[src/design/lsb_map.vh]
// register map, field positions and timing constants of the led sink controller
`ifndef LSB_MAP_VH
`define LSB_MAP_VH
// register offsets
`define LSB_OFS_SINK0_DUTY_MODE 16'h0330
`define LSB_OFS_SINK0_DIM_FREQ 16'h0332
`define LSB_OFS_SINK0_CURRENT_SOFTSTART 16'h0334
`define LSB_OFS_SINK0_BREATH_TIMING 16'h0336
`define LSB_OFS_SINK1_DUTY_MODE 16'h0338
`define LSB_OFS_SINK1_DIM_FREQ 16'h033a
`define LSB_OFS_SINK1_CURRENT_SOFTSTART 16'h033c
`define LSB_OFS_SINK1_BREATH_TIMING 16'h033e
`define LSB_OFS_SINK2_DUTY_MODE 16'h0340
`define LSB_OFS_SINK2_DIM_FREQ 16'h0342
`define LSB_OFS_SINK2_CURRENT_SOFTSTART 16'h0344
`define LSB_REG_COUNT 11
`define LSB_REG_RESET 16'h0000
// implemented bits of each register kind
`define LSB_MASK_DUTY_MODE 16'h1f0c
`define LSB_MASK_DIM_FREQ 16'hffff
`define LSB_MASK_CURRENT_SOFTSTART 16'h7007
`define LSB_MASK_BREATH_TIMING 16'hff0f
// field positions
`define LSB_DUTY_HI 12
`define LSB_DUTY_LO 8
`define LSB_MODE_HI 3
`define LSB_MODE_LO 2
`define LSB_STEP_HI 14
`define LSB_STEP_LO 12
`define LSB_SSTC_HI 2
`define LSB_SSTC_LO 1
`define LSB_SSEN_BIT 0
`define LSB_RAMP_HI 15
`define LSB_RAMP_LO 12
`define LSB_TON_HI 11
`define LSB_TON_LO 8
`define LSB_TOFF_HI 3
`define LSB_TOFF_LO 0
// drive mode codes
`define LSB_MODE_PWM 2'b00
`define LSB_MODE_BREATH 2'b01
// highest current step code, larger codes draw the same current
`define LSB_STEP_MAX 3'd5
// clock and timing
`define LSB_CLK_KHZ 125000
`define LSB_BL_TICK_NS 16000
`define LSB_BL_TICK_CYC ((`LSB_BL_TICK_NS * `LSB_CLK_KHZ) / 1000000)
`define LSB_MS_TICK_US 1000
`define LSB_MS_TICK_CYC ((`LSB_MS_TICK_US * `LSB_CLK_KHZ) / 1000)
`define LSB_SS_NS_0 500
`define LSB_SS_NS_1 1000
`define LSB_SS_NS_2 1500
`define LSB_SS_NS_3 2000
`define LSB_SS_CYC_0 ((`LSB_SS_NS_0 * `LSB_CLK_KHZ + 999999) / 1000000)
`define LSB_SS_CYC_1 ((`LSB_SS_NS_1 * `LSB_CLK_KHZ + 999999) / 1000000)
`define LSB_SS_CYC_2 ((`LSB_SS_NS_2 * `LSB_CLK_KHZ + 999999) / 1000000)
`define LSB_SS_CYC_3 ((`LSB_SS_NS_3 * `LSB_CLK_KHZ + 999999) / 1000000)
`endif
[src/design/lsb_ctrl.v]
// led sink dimming, breath and soft-start controller for three channels
`timescale 1ns/1ps
//
// Summary of operation
// - mode 00 pwm, 01 breath, 1x steady
// - duty code N gives (N+1)/32 on
// - backlight period is code plus one ticks
// - indicator period is code plus one milliseconds
// - coarse current 4 mA steps, saturates 24 mA
// - soft-start step interval 0.5 to 2 us
// - soft-start bit ramps current, else bypass
// - breath ramp time from sixteen-entry table
// - breath on hold uses ramp table
// - breath off hold from 0.246 s table
// - four 16-bit registers on channels 0 and 1, three on channel 2, reset zero
// - channel drives only while enable bit set
`include "lsb_map.vh"

module lsb_ctrl #(
	parameter MS_TICK_CYC = `LSB_MS_TICK_CYC
) (
	input wire i_sys_clk,
	input wire i_rst,
	input wire i_reg_wr,
	input wire i_reg_rd,
	input wire [15:0] i_reg_addr,
	input wire [15:0] i_reg_wdata,
	output reg [15:0] o_reg_rdata,
	input wire [2:0] i_channel_on_bit,
	input wire [2:0] i_indicator_sel,
	output reg [2:0] o_sink_on,
	output reg [8:0] o_coarse_current_step
);

	// ****************************************
	// functions
	// ****************************************

	// register index of an offset, 4'hf when unmapped
	function [3:0] reg_index;
		input [15:0] addr;
		reg [15:0] rel;
		begin
			rel = addr - `LSB_OFS_SINK0_DUTY_MODE;
			if (addr < `LSB_OFS_SINK0_DUTY_MODE || addr[0] || rel[15:1] >= `LSB_REG_COUNT) begin
				reg_index = 4'hf;
			end else begin
				reg_index = rel[4:1];
			end
		end
	endfunction

	// implemented bits of a register index
	function [15:0] reg_mask;
		input [3:0] idx;
		begin
			case (idx[1:0])
				2'd0: reg_mask = `LSB_MASK_DUTY_MODE;
				2'd1: reg_mask = `LSB_MASK_DIM_FREQ;
				2'd2: reg_mask = `LSB_MASK_CURRENT_SOFTSTART;
				default: reg_mask = `LSB_MASK_BREATH_TIMING;
			endcase
		end
	endfunction

	// ramp and on-hold duration in ms
	function [12:0] ramp_ms;
		input [3:0] code;
		begin
			case (code)
				4'd0: ramp_ms = 13'd123;
				4'd1: ramp_ms = 13'd338;
				4'd2: ramp_ms = 13'd523;
				4'd3: ramp_ms = 13'd707;
				4'd4: ramp_ms = 13'd926;
				4'd5: ramp_ms = 13'd1107;
				4'd6: ramp_ms = 13'd1291;
				4'd7: ramp_ms = 13'd1507;
				4'd8: ramp_ms = 13'd1691;
				4'd9: ramp_ms = 13'd1876;
				4'd10: ramp_ms = 13'd2091;
				4'd11: ramp_ms = 13'd2276;
				4'd12: ramp_ms = 13'd2460;
				4'd13: ramp_ms = 13'd2676;
				4'd14: ramp_ms = 13'd2860;
				default: ramp_ms = 13'd3075;
			endcase
		end
	endfunction

	// off-hold duration in ms
	function [12:0] off_ms;
		input [3:0] code;
		begin
			case (code)
				4'd0: off_ms = 13'd246;
				4'd1: off_ms = 13'd677;
				4'd2: off_ms = 13'd1046;
				4'd3: off_ms = 13'd1417;
				4'd4: off_ms = 13'd1845;
				4'd5: off_ms = 13'd2214;
				4'd6: off_ms = 13'd2583;
				4'd7: off_ms = 13'd3014;
				4'd8: off_ms = 13'd3383;
				4'd9: off_ms = 13'd3752;
				4'd10: off_ms = 13'd4183;
				4'd11: off_ms = 13'd4552;
				4'd12: off_ms = 13'd4921;
				4'd13: off_ms = 13'd5351;
				4'd14: off_ms = 13'd5720;
				default: off_ms = 13'd6151;
			endcase
		end
	endfunction

	// soft-start step interval in clock cycles
	function [7:0] ss_cycles;
		input [1:0] code;
		reg [31:0] cyc;
		begin
			case (code)
				2'd0: cyc = `LSB_SS_CYC_0;
				2'd1: cyc = `LSB_SS_CYC_1;
				2'd2: cyc = `LSB_SS_CYC_2;
				default: cyc = `LSB_SS_CYC_3;
			endcase
			ss_cycles = cyc[7:0];
		end
	endfunction

	// ****************************************
	// register file
	// ****************************************

	localparam [1:0] ST_RISE = 2'd0;
	localparam [1:0] ST_HOLD_ON = 2'd1;
	localparam [1:0] ST_FALL = 2'd2;
	localparam [1:0] ST_HOLD_OFF = 2'd3;

	reg [15:0] rf [0:`LSB_REG_COUNT-1];
	wire [3:0] acc_idx = reg_index(i_reg_addr);
	integer k;

	// writes keep only implemented bits, reads of holes return zero
	always @(posedge i_sys_clk or posedge i_rst) begin
		if (i_rst) begin
			for (k = 0; k < `LSB_REG_COUNT; k = k + 1) begin
				rf[k] <= `LSB_REG_RESET;
			end
			o_reg_rdata <= 16'h0000;
		end else begin
			if (i_reg_wr && acc_idx != 4'hf) begin
				rf[acc_idx] <= i_reg_wdata & reg_mask(acc_idx);
			end
			if (i_reg_rd) begin
				o_reg_rdata <= (acc_idx != 4'hf) ? rf[acc_idx] : 16'h0000;
			end
		end
	end

	// ****************************************
	// pin synchronisers and shared time bases
	// ****************************************

	reg [2:0] en_meta;
	reg [2:0] en_sync;
	reg [2:0] ind_meta;
	reg [2:0] ind_sync;
	reg [10:0] bl_cnt;
	reg [16:0] ms_cnt;
	reg [4:0] fast_ph;
	wire bl_tick = (bl_cnt == `LSB_BL_TICK_CYC - 1);
	wire ms_tick = (ms_cnt == MS_TICK_CYC - 1);

	// two-stage sync of enables and indicator selects, free-running tick counters
	always @(posedge i_sys_clk or posedge i_rst) begin
		if (i_rst) begin
			en_meta <= 3'h0;
			en_sync <= 3'h0;
			ind_meta <= 3'h0;
			ind_sync <= 3'h0;
			bl_cnt <= 11'h000;
			ms_cnt <= 17'h0_0000;
			fast_ph <= 5'h00;
		end else begin
			en_meta <= i_channel_on_bit;
			en_sync <= en_meta;
			ind_meta <= i_indicator_sel;
			ind_sync <= ind_meta;
			bl_cnt <= bl_tick ? 11'h000 : bl_cnt + 11'h001;
			ms_cnt <= ms_tick ? 17'h0_0000 : ms_cnt + 17'h0_0001;
			fast_ph <= fast_ph + 5'h01;
		end
	end

	// ****************************************
	// per-channel engines
	// ****************************************

	// per-channel results gathered for the output registers
	wire [2:0] next_sink_on;
	wire [8:0] next_current_step;

	genvar c;
	generate
		for (c = 0; c < 3; c = c + 1) begin : g_ch
			// register fields of this channel
			wire [15:0] r_dm = rf[4*c];
			wire [15:0] r_fq = rf[4*c+1];
			wire [15:0] r_cs = rf[4*c+2];
			wire [15:0] r_bt;
			if (c < 2) begin : g_bt
				assign r_bt = rf[4*c+3];
			end else begin : g_nobt
				assign r_bt = 16'h0000;
			end
			wire [1:0] mode = r_dm[`LSB_MODE_HI:`LSB_MODE_LO];
			wire [4:0] duty = r_dm[`LSB_DUTY_HI:`LSB_DUTY_LO];
			wire [2:0] step = r_cs[`LSB_STEP_HI:`LSB_STEP_LO];
			wire ss_on = r_cs[`LSB_SSEN_BIT];
			wire [7:0] ss_len = ss_cycles(r_cs[`LSB_SSTC_HI:`LSB_SSTC_LO]);
			// codes above the top step are held at the top step
			wire [2:0] sat_step = (step > `LSB_STEP_MAX) ? `LSB_STEP_MAX : step;
			wire en = en_sync[c];
			wire is_pwm = (mode == `LSB_MODE_PWM);
			wire is_breath = (mode == `LSB_MODE_BREATH);
			wire ptick = ind_sync[c] ? ms_tick : bl_tick;
			// per-channel counters and state
			reg [15:0] per_cnt;
			reg [1:0] bst;
			reg [12:0] el_ms;
			reg [2:0] ss_lvl;
			reg [7:0] ss_cnt;
			wire [22:0] on_len = {1'b0, duty} * {1'b0, r_fq} + {1'b0, r_fq} + {6'h00, duty}
				+ 23'h00_0001;
			wire pwm_on = ({2'b00, per_cnt, 5'h00} < on_len);
			// breath phase tables and ramp brightness
			wire [12:0] ramp_t = ramp_ms(r_bt[`LSB_RAMP_HI:`LSB_RAMP_LO]);
			wire [12:0] ton_t = ramp_ms(r_bt[`LSB_TON_HI:`LSB_TON_LO]);
			wire [12:0] toff_t = off_ms(r_bt[`LSB_TOFF_HI:`LSB_TOFF_LO]);
			reg [12:0] st_len;
			reg br_on;
			wire [17:0] ph_scaled = fast_ph * ramp_t;
			wire [17:0] rise_lvl = {el_ms, 5'h00};
			wire [12:0] rem_ms = ramp_t - el_ms;
			wire [17:0] fall_lvl = {rem_ms, 5'h00};
			wire mode_on = is_pwm ? pwm_on : (is_breath ? br_on : 1'b1);

			// breath phase length and ramp brightness against a fast phase
			always @* begin
				case (bst)
					ST_RISE: begin
						st_len = ramp_t;
						br_on = ph_scaled < rise_lvl;
					end
					ST_HOLD_ON: begin
						st_len = ton_t;
						br_on = 1'b1;
					end
					ST_FALL: begin
						st_len = ramp_t;
						br_on = ph_scaled < fall_lvl;
					end
					default: begin
						st_len = toff_t;
						br_on = 1'b0;
					end
				endcase
			end

			// dimming period counter and breath sequencer
			always @(posedge i_sys_clk or posedge i_rst) begin
				if (i_rst) begin
					per_cnt <= 16'h0000;
					bst <= ST_RISE;
					el_ms <= 13'h0000;
				end else begin
					if (!en || !is_pwm) begin
						per_cnt <= 16'h0000;
					end else if (ptick) begin
						per_cnt <= (per_cnt >= r_fq) ? 16'h0000 : per_cnt + 16'h0001;
					end
					if (!en || !is_breath) begin
						bst <= ST_RISE;
						el_ms <= 13'h0000;
					end else if (ms_tick) begin
						if (el_ms + 13'h0001 >= st_len) begin
							bst <= bst + 2'd1;
							el_ms <= 13'h0000;
						end else begin
							el_ms <= el_ms + 13'h0001;
						end
					end
				end
			end

			// soft-start climbs one current step per interval after enable
			always @(posedge i_sys_clk or posedge i_rst) begin
				if (i_rst) begin
					ss_lvl <= 3'h0;
					ss_cnt <= 8'h00;
				end else if (!en) begin
					ss_lvl <= 3'h0;
					ss_cnt <= 8'h00;
				end else if (ss_lvl > sat_step) begin
					ss_lvl <= sat_step;
					ss_cnt <= 8'h00;
				end else if (ss_lvl < sat_step) begin
					if (ss_cnt + 8'h01 >= ss_len) begin
						ss_lvl <= ss_lvl + 3'h1;
						ss_cnt <= 8'h00;
					end else begin
						ss_cnt <= ss_cnt + 8'h01;
					end
				end
			end

			// combined drive and current step handed to the output registers
			assign next_sink_on[c] = en && mode_on;
			assign next_current_step[3*c+2:3*c] = ss_on ? ss_lvl : sat_step;
		end
	endgenerate

	// ****************************************
	// output registers
	// ****************************************

	// one process drives every sink and step output bit
	always @(posedge i_sys_clk or posedge i_rst) begin
		if (i_rst) begin
			o_sink_on <= 3'h0;
			o_coarse_current_step <= 9'h000;
		end else begin
			o_sink_on <= next_sink_on;
			o_coarse_current_step <= next_current_step;
		end
	end

endmodule

[config.mk]
export PLATFORM = sky130hd
export DESIGN_NAME = lsb_ctrl
export DESIGN_NICKNAME = d
export VERILOG_FILES = /design/src/design/lsb_ctrl.v
export VERILOG_INCLUDE_DIRS = /design/src /design/src/design
export SDC_FILE = /design/constraint.sdc
export NUM_CORES = 2
export LEC_CHECK = 0
export ABC_AREA = 1
export BUFFER_PORTS_ARGS = -buffer_cell sky130_fd_sc_hd__buf_2
export CORE_MARGIN = 1.5
export CORE_UTILIZATION = 70
export DETAILED_ROUTE_END_ITERATION = 10
export MAX_ROUTING_LAYER = met4
export PLACE_DENSITY = 0.87
export SYNTH_ARGS = -nofsm -noshare
export SYNTH_HDL_FRONTEND = slang
export SYNTH_SLANG_ARGS = --single-unit
[constraint.sdc]
create_clock -name i_sys_clk -period 33.4 [get_ports i_sys_clk]
set_clock_uncertainty 0.15 [all_clocks]
set_input_delay 1.67 -clock i_sys_clk [delete_from_list [all_inputs] [get_ports i_sys_clk]]
set_output_delay 1.67 -clock i_sys_clk [all_outputs]
set_load 0.05 [all_outputs]
==> flow_metrics.py <==
metrics = {
    "outcome": {
        "status": "finished, final reports clean",
    },
    "cts": {
        "clock-sinks": 375,
        "path_clk_slew_ps": 60,
        "cts_tree": "done",
        "insertion_delay_ps": 620,
        "cts_max_level": 2,
        "cts.path.max_buffers": 3,
        "cts-root-buf": "clkbuf_16",
        "postCtsHoldBufs": 0,
        "cts_setup_buffers": 0,
        "cts-resized-gates": 0,
        "numCtsBuffers": 44,
    },
    "timing": {
        "hold_viol": 0,
        "drv_slew": 0,
        "worstMarginPinSlew_ps": 1030,
        "finalWorstPathRequiredPeriod_ps": 6930,
        "setup_violations": 0,
        "fmaxAchievable_mhz": 144,
        "tns_ps": 0,
        "slew_headroom_pct": 31.0,
        "min_period_over_period_pct": 20.7,
        "rsz0062_at_grt": "no",
    },
    "power_and_ir_drop": {
        "power_frac_clock_pct": 43.1,
        "combPwrFrac_pct": 15.7,
        "ir_drop_uv": 47.9,
        "powerDensity_nw_per_um2": 27.7,
        "power_frac_seq_pct": 41.2,
        "p_leak_nw": 23.1,
        "p_int_w": 0.000810,
        "swShare_pct": 30.5,
        "switchingPower_w": 0.000355,
        "finalPower_w": 0.00117,
    },
    "routing": {
        "dr.pass1.iters": 6,
        "num_vias": 35633,
        "detail_route.vias_per_cell": 5.94,
        "wl_per_cell_um": 17.8,
        "drt_iter0_markers": 3528,
        "wirelength_um": 106000,
        "ant_nets": 0,
        "drc_errors": 0,
    },
    "final_layout": {
        "layout-drive-gt1-share_pct": 3.91,
        "multi_input_area_um2": 26300,
        "nets": 6033,
        "fin_util_pct": 74.6,
        "instances_no_fill": 5995,
        "synthToLayoutAreaGrowth_pct": 5.64,
        "ff_latch_area_um2": 9380,
        "fill_cells": 4272,
    },
    "yosys": {
        "syn_nets": 6055,
        "synth_seq_area_share_pct": 23.6,
        "synth-main-ff-cell": "dfrtp_1",
        "syn_avg_cell_area_um2": 7.60,
        "synth-edff-count": 0,
        "async_reset_ff_share_pct": 100,
        "ys_seq_elements": 375,
        "synthCells": 5229,
        "yosysUniqueCellTypes": 57,
        "yosysWarnings": 0,
        "syn-cell-area_um2": 39700,
    },
    "grt": {
        "grt_usage_pct": 38.3,
        "globalRouteOverflowTotal": 0,
        "grt_max_degree": 122,
        "antenna_found_initial": 1,
        "grt_pass1_vias": 34270,
        "grt_pass1_wl_um": 172000,
    },
    "floorplan": {
        "fp.dieH_um": 241,
        "die_w_um": 241,
        "design.core.area_um2": 56300,
        "start_util_pct": 70.6,
        "dieArea_um2": 58200,
        "fp-row-count": 87,
        "ioPinCount": 70,
    },
    "critical_path": {
        "crit_slowest_cell": "dfrtp_1",
        "worstPathRequired_ps": 33790,
        "cp-start-kind": "register",
        "path_class": "reg -> reg",
        "cp_max_fo": 11,
        "max_stage_delay_ps": 580,
        "cp-end-kind": "register",
        "rr_worst_depth": 30,
        "crit_arrival_ps": 7320,
        "worst_path_most_repeated_cell": "nand2_1",
    },
    "placed_design": {
        "io_buffers": 69,
        "dpl.cell_count": 5917,
        "globalplace.congestion": 0.998,
        "dp_hpwl_um": 81700,
    },
    "job": {
        "drv_cap": 0,
    },
    "hold_path": {
        "holdCritPathClass": "reg -> reg",
        "whs_path_depth": 0,
    },
}
-- area by class of cell --
type | instances | area share (%)
multi-input combinational | 3784 | 62.6
sequential | 375 | 22.4
inverter | 921 | 8.26
clock buffer | 54 | 2.81
tap | 756 | 2.25
timing repair buffer | 81 | 1.04
clock inverter | 23 | 0.673
antenna | 1 | 0.00596
-- metrics by stage --
step | area [um2] | hold WS, ps | setup WS [ps]
global route | 42000 | 215 | 26010
global placement | 40500 | 182 | 26840
floorplan | 39700 | 181 | 21160
CTS | 42000 | 204 | 26600
detailed placement | 40500 | 191 | 26640
finish | 42000 | 200 | 26470
-- cell usage after synthesis, types with 4 or more instances --
cell type	instances	area [um2]
o21ai_0	277	1390
a21oi_1	256	1280
o21a_1	12	90.1
a211oi_1	11	82.6
nand3_1	344	1720
a21boi_0	4	30.0
nand4_1	77	482
ha_1	529	6620
nor2_2	7	43.8
nor4_1	14	87.6
nand3b_1	18	135
clkinv_1	17	63.8
o22ai_1	44	275
nor3_1	70	350
o221ai_1	7	61.3
nand2_1	1126	4230
a31oi_1	13	81.3
nor2_8	6	120
clkbuf_1	114	428
or2_2	4	25.0
dfrtp_1	375	9380
inv_1	888	3330
a21o_1	15	113
o31ai_1	4	30.0
xor2_1	141	1230
o21ai_1	59	295
o211ai_1	22	165
fa_1	255	5100
nor2_1	378	1420
inv_2	15	56.3
buf_1	7	26.3
xnor2_1	44	385
a211o_1	4	35.0
nor2_4	6	67.6
buf_2	24	120
-- cell families after synthesis --
kind of cell	synth area share (%)
and+or+nand+nor	22.1
buffers and inverters	10.2
adders and majority gates	29.5
AOI/OAI and AO/OA	10.5
DFF	23.6
xor gates and xnor gates	4.08
-- worst paths after layout --
path	startpoint	to	slack, ps
worst max-delay path	g_ch[1].r_bt[12]	o_sink_on[1]	26470
worst min-delay path	en_meta[1]	en_sync[1]	200
worst max register to register	g_ch[1].r_bt[12]	o_sink_on[1]	26470
worst min register to register	en_meta[1]	en_sync[1]	200
max in group asynchronous	i_rst	o_coarse_current_step[2]	29660
min in group asynchronous	i_rst	fast_ph[0]	1070
-- worst max-delay path, delay by kind of cell (launching register included) --
family | cells | cell delay (ps)
simple gates | 13 | 1340
flops | 1 | 580
fa+ha+maj | 6 | 2560
buf+inv | 4 | 440
compound gates | 6 | 1540
xor+xnor | 1 | 230
-- cells in the final DEF, fill, tap and decap left out, types with 22 or more instances in the layout --
cell       synthesis  final
a21oi_1          256    256
buf_2             24     69
clkbuf_16          0     44
dfrtp_1          375    375
fa_1             255    255
ha_1             529    529
inv_1            888    887
nand2_1         1126   1126
nand3_1          344    344
nand4_1           77     77
nor2_1           378    377
nor3_1            70     70
o211ai_1          22     22
o21ai_0          277    277
o21ai_1           59     59
o22ai_1           44     44
xnor2_1           44     44
xor2_1           141    141
-- power by group through the flow --
stage                     registers (W)  clock network (W)  logic (W)
after CTS                      0.000480           0.000503   0.000178
after global placement         0.000488                  0   0.000170
after global routing           0.000481           0.000520   0.000203
final                          0.000480           0.000502   0.000182
after floorplan                0.000493                  0   0.000118
after detailed placement       0.000488                  0   0.000175
-- registers in the layout, indices dropped and copies added, names as in the netlist, 9 cells and up --
signal                 count
ms_cnt                    17
o_coarse_current_step      9
g_ch.r_dm                 48
g_ch.per_cnt              48
g_ch.el_ms                39
bl_cnt                    11
g_ch.r_fq                 48
g_ch.ss_lvl                9
o_reg_rdata               16
g_ch.ss_cnt               24
g_ch.r_bt                 32
g_ch.r_cs                 48
-- layer usage --
layer | track usage, % | wire, um | vias up
li1 | - | - | 16739
met1 | 48.8 | 42700 | 16802
met2 | 59.6 | 48700 | 1722
met3 | 7.25 | 9860 | 370
met4 | 17.4 | 5230 | 0
met5 | - | 0 | -
Power figures use the tool's default switching activity.
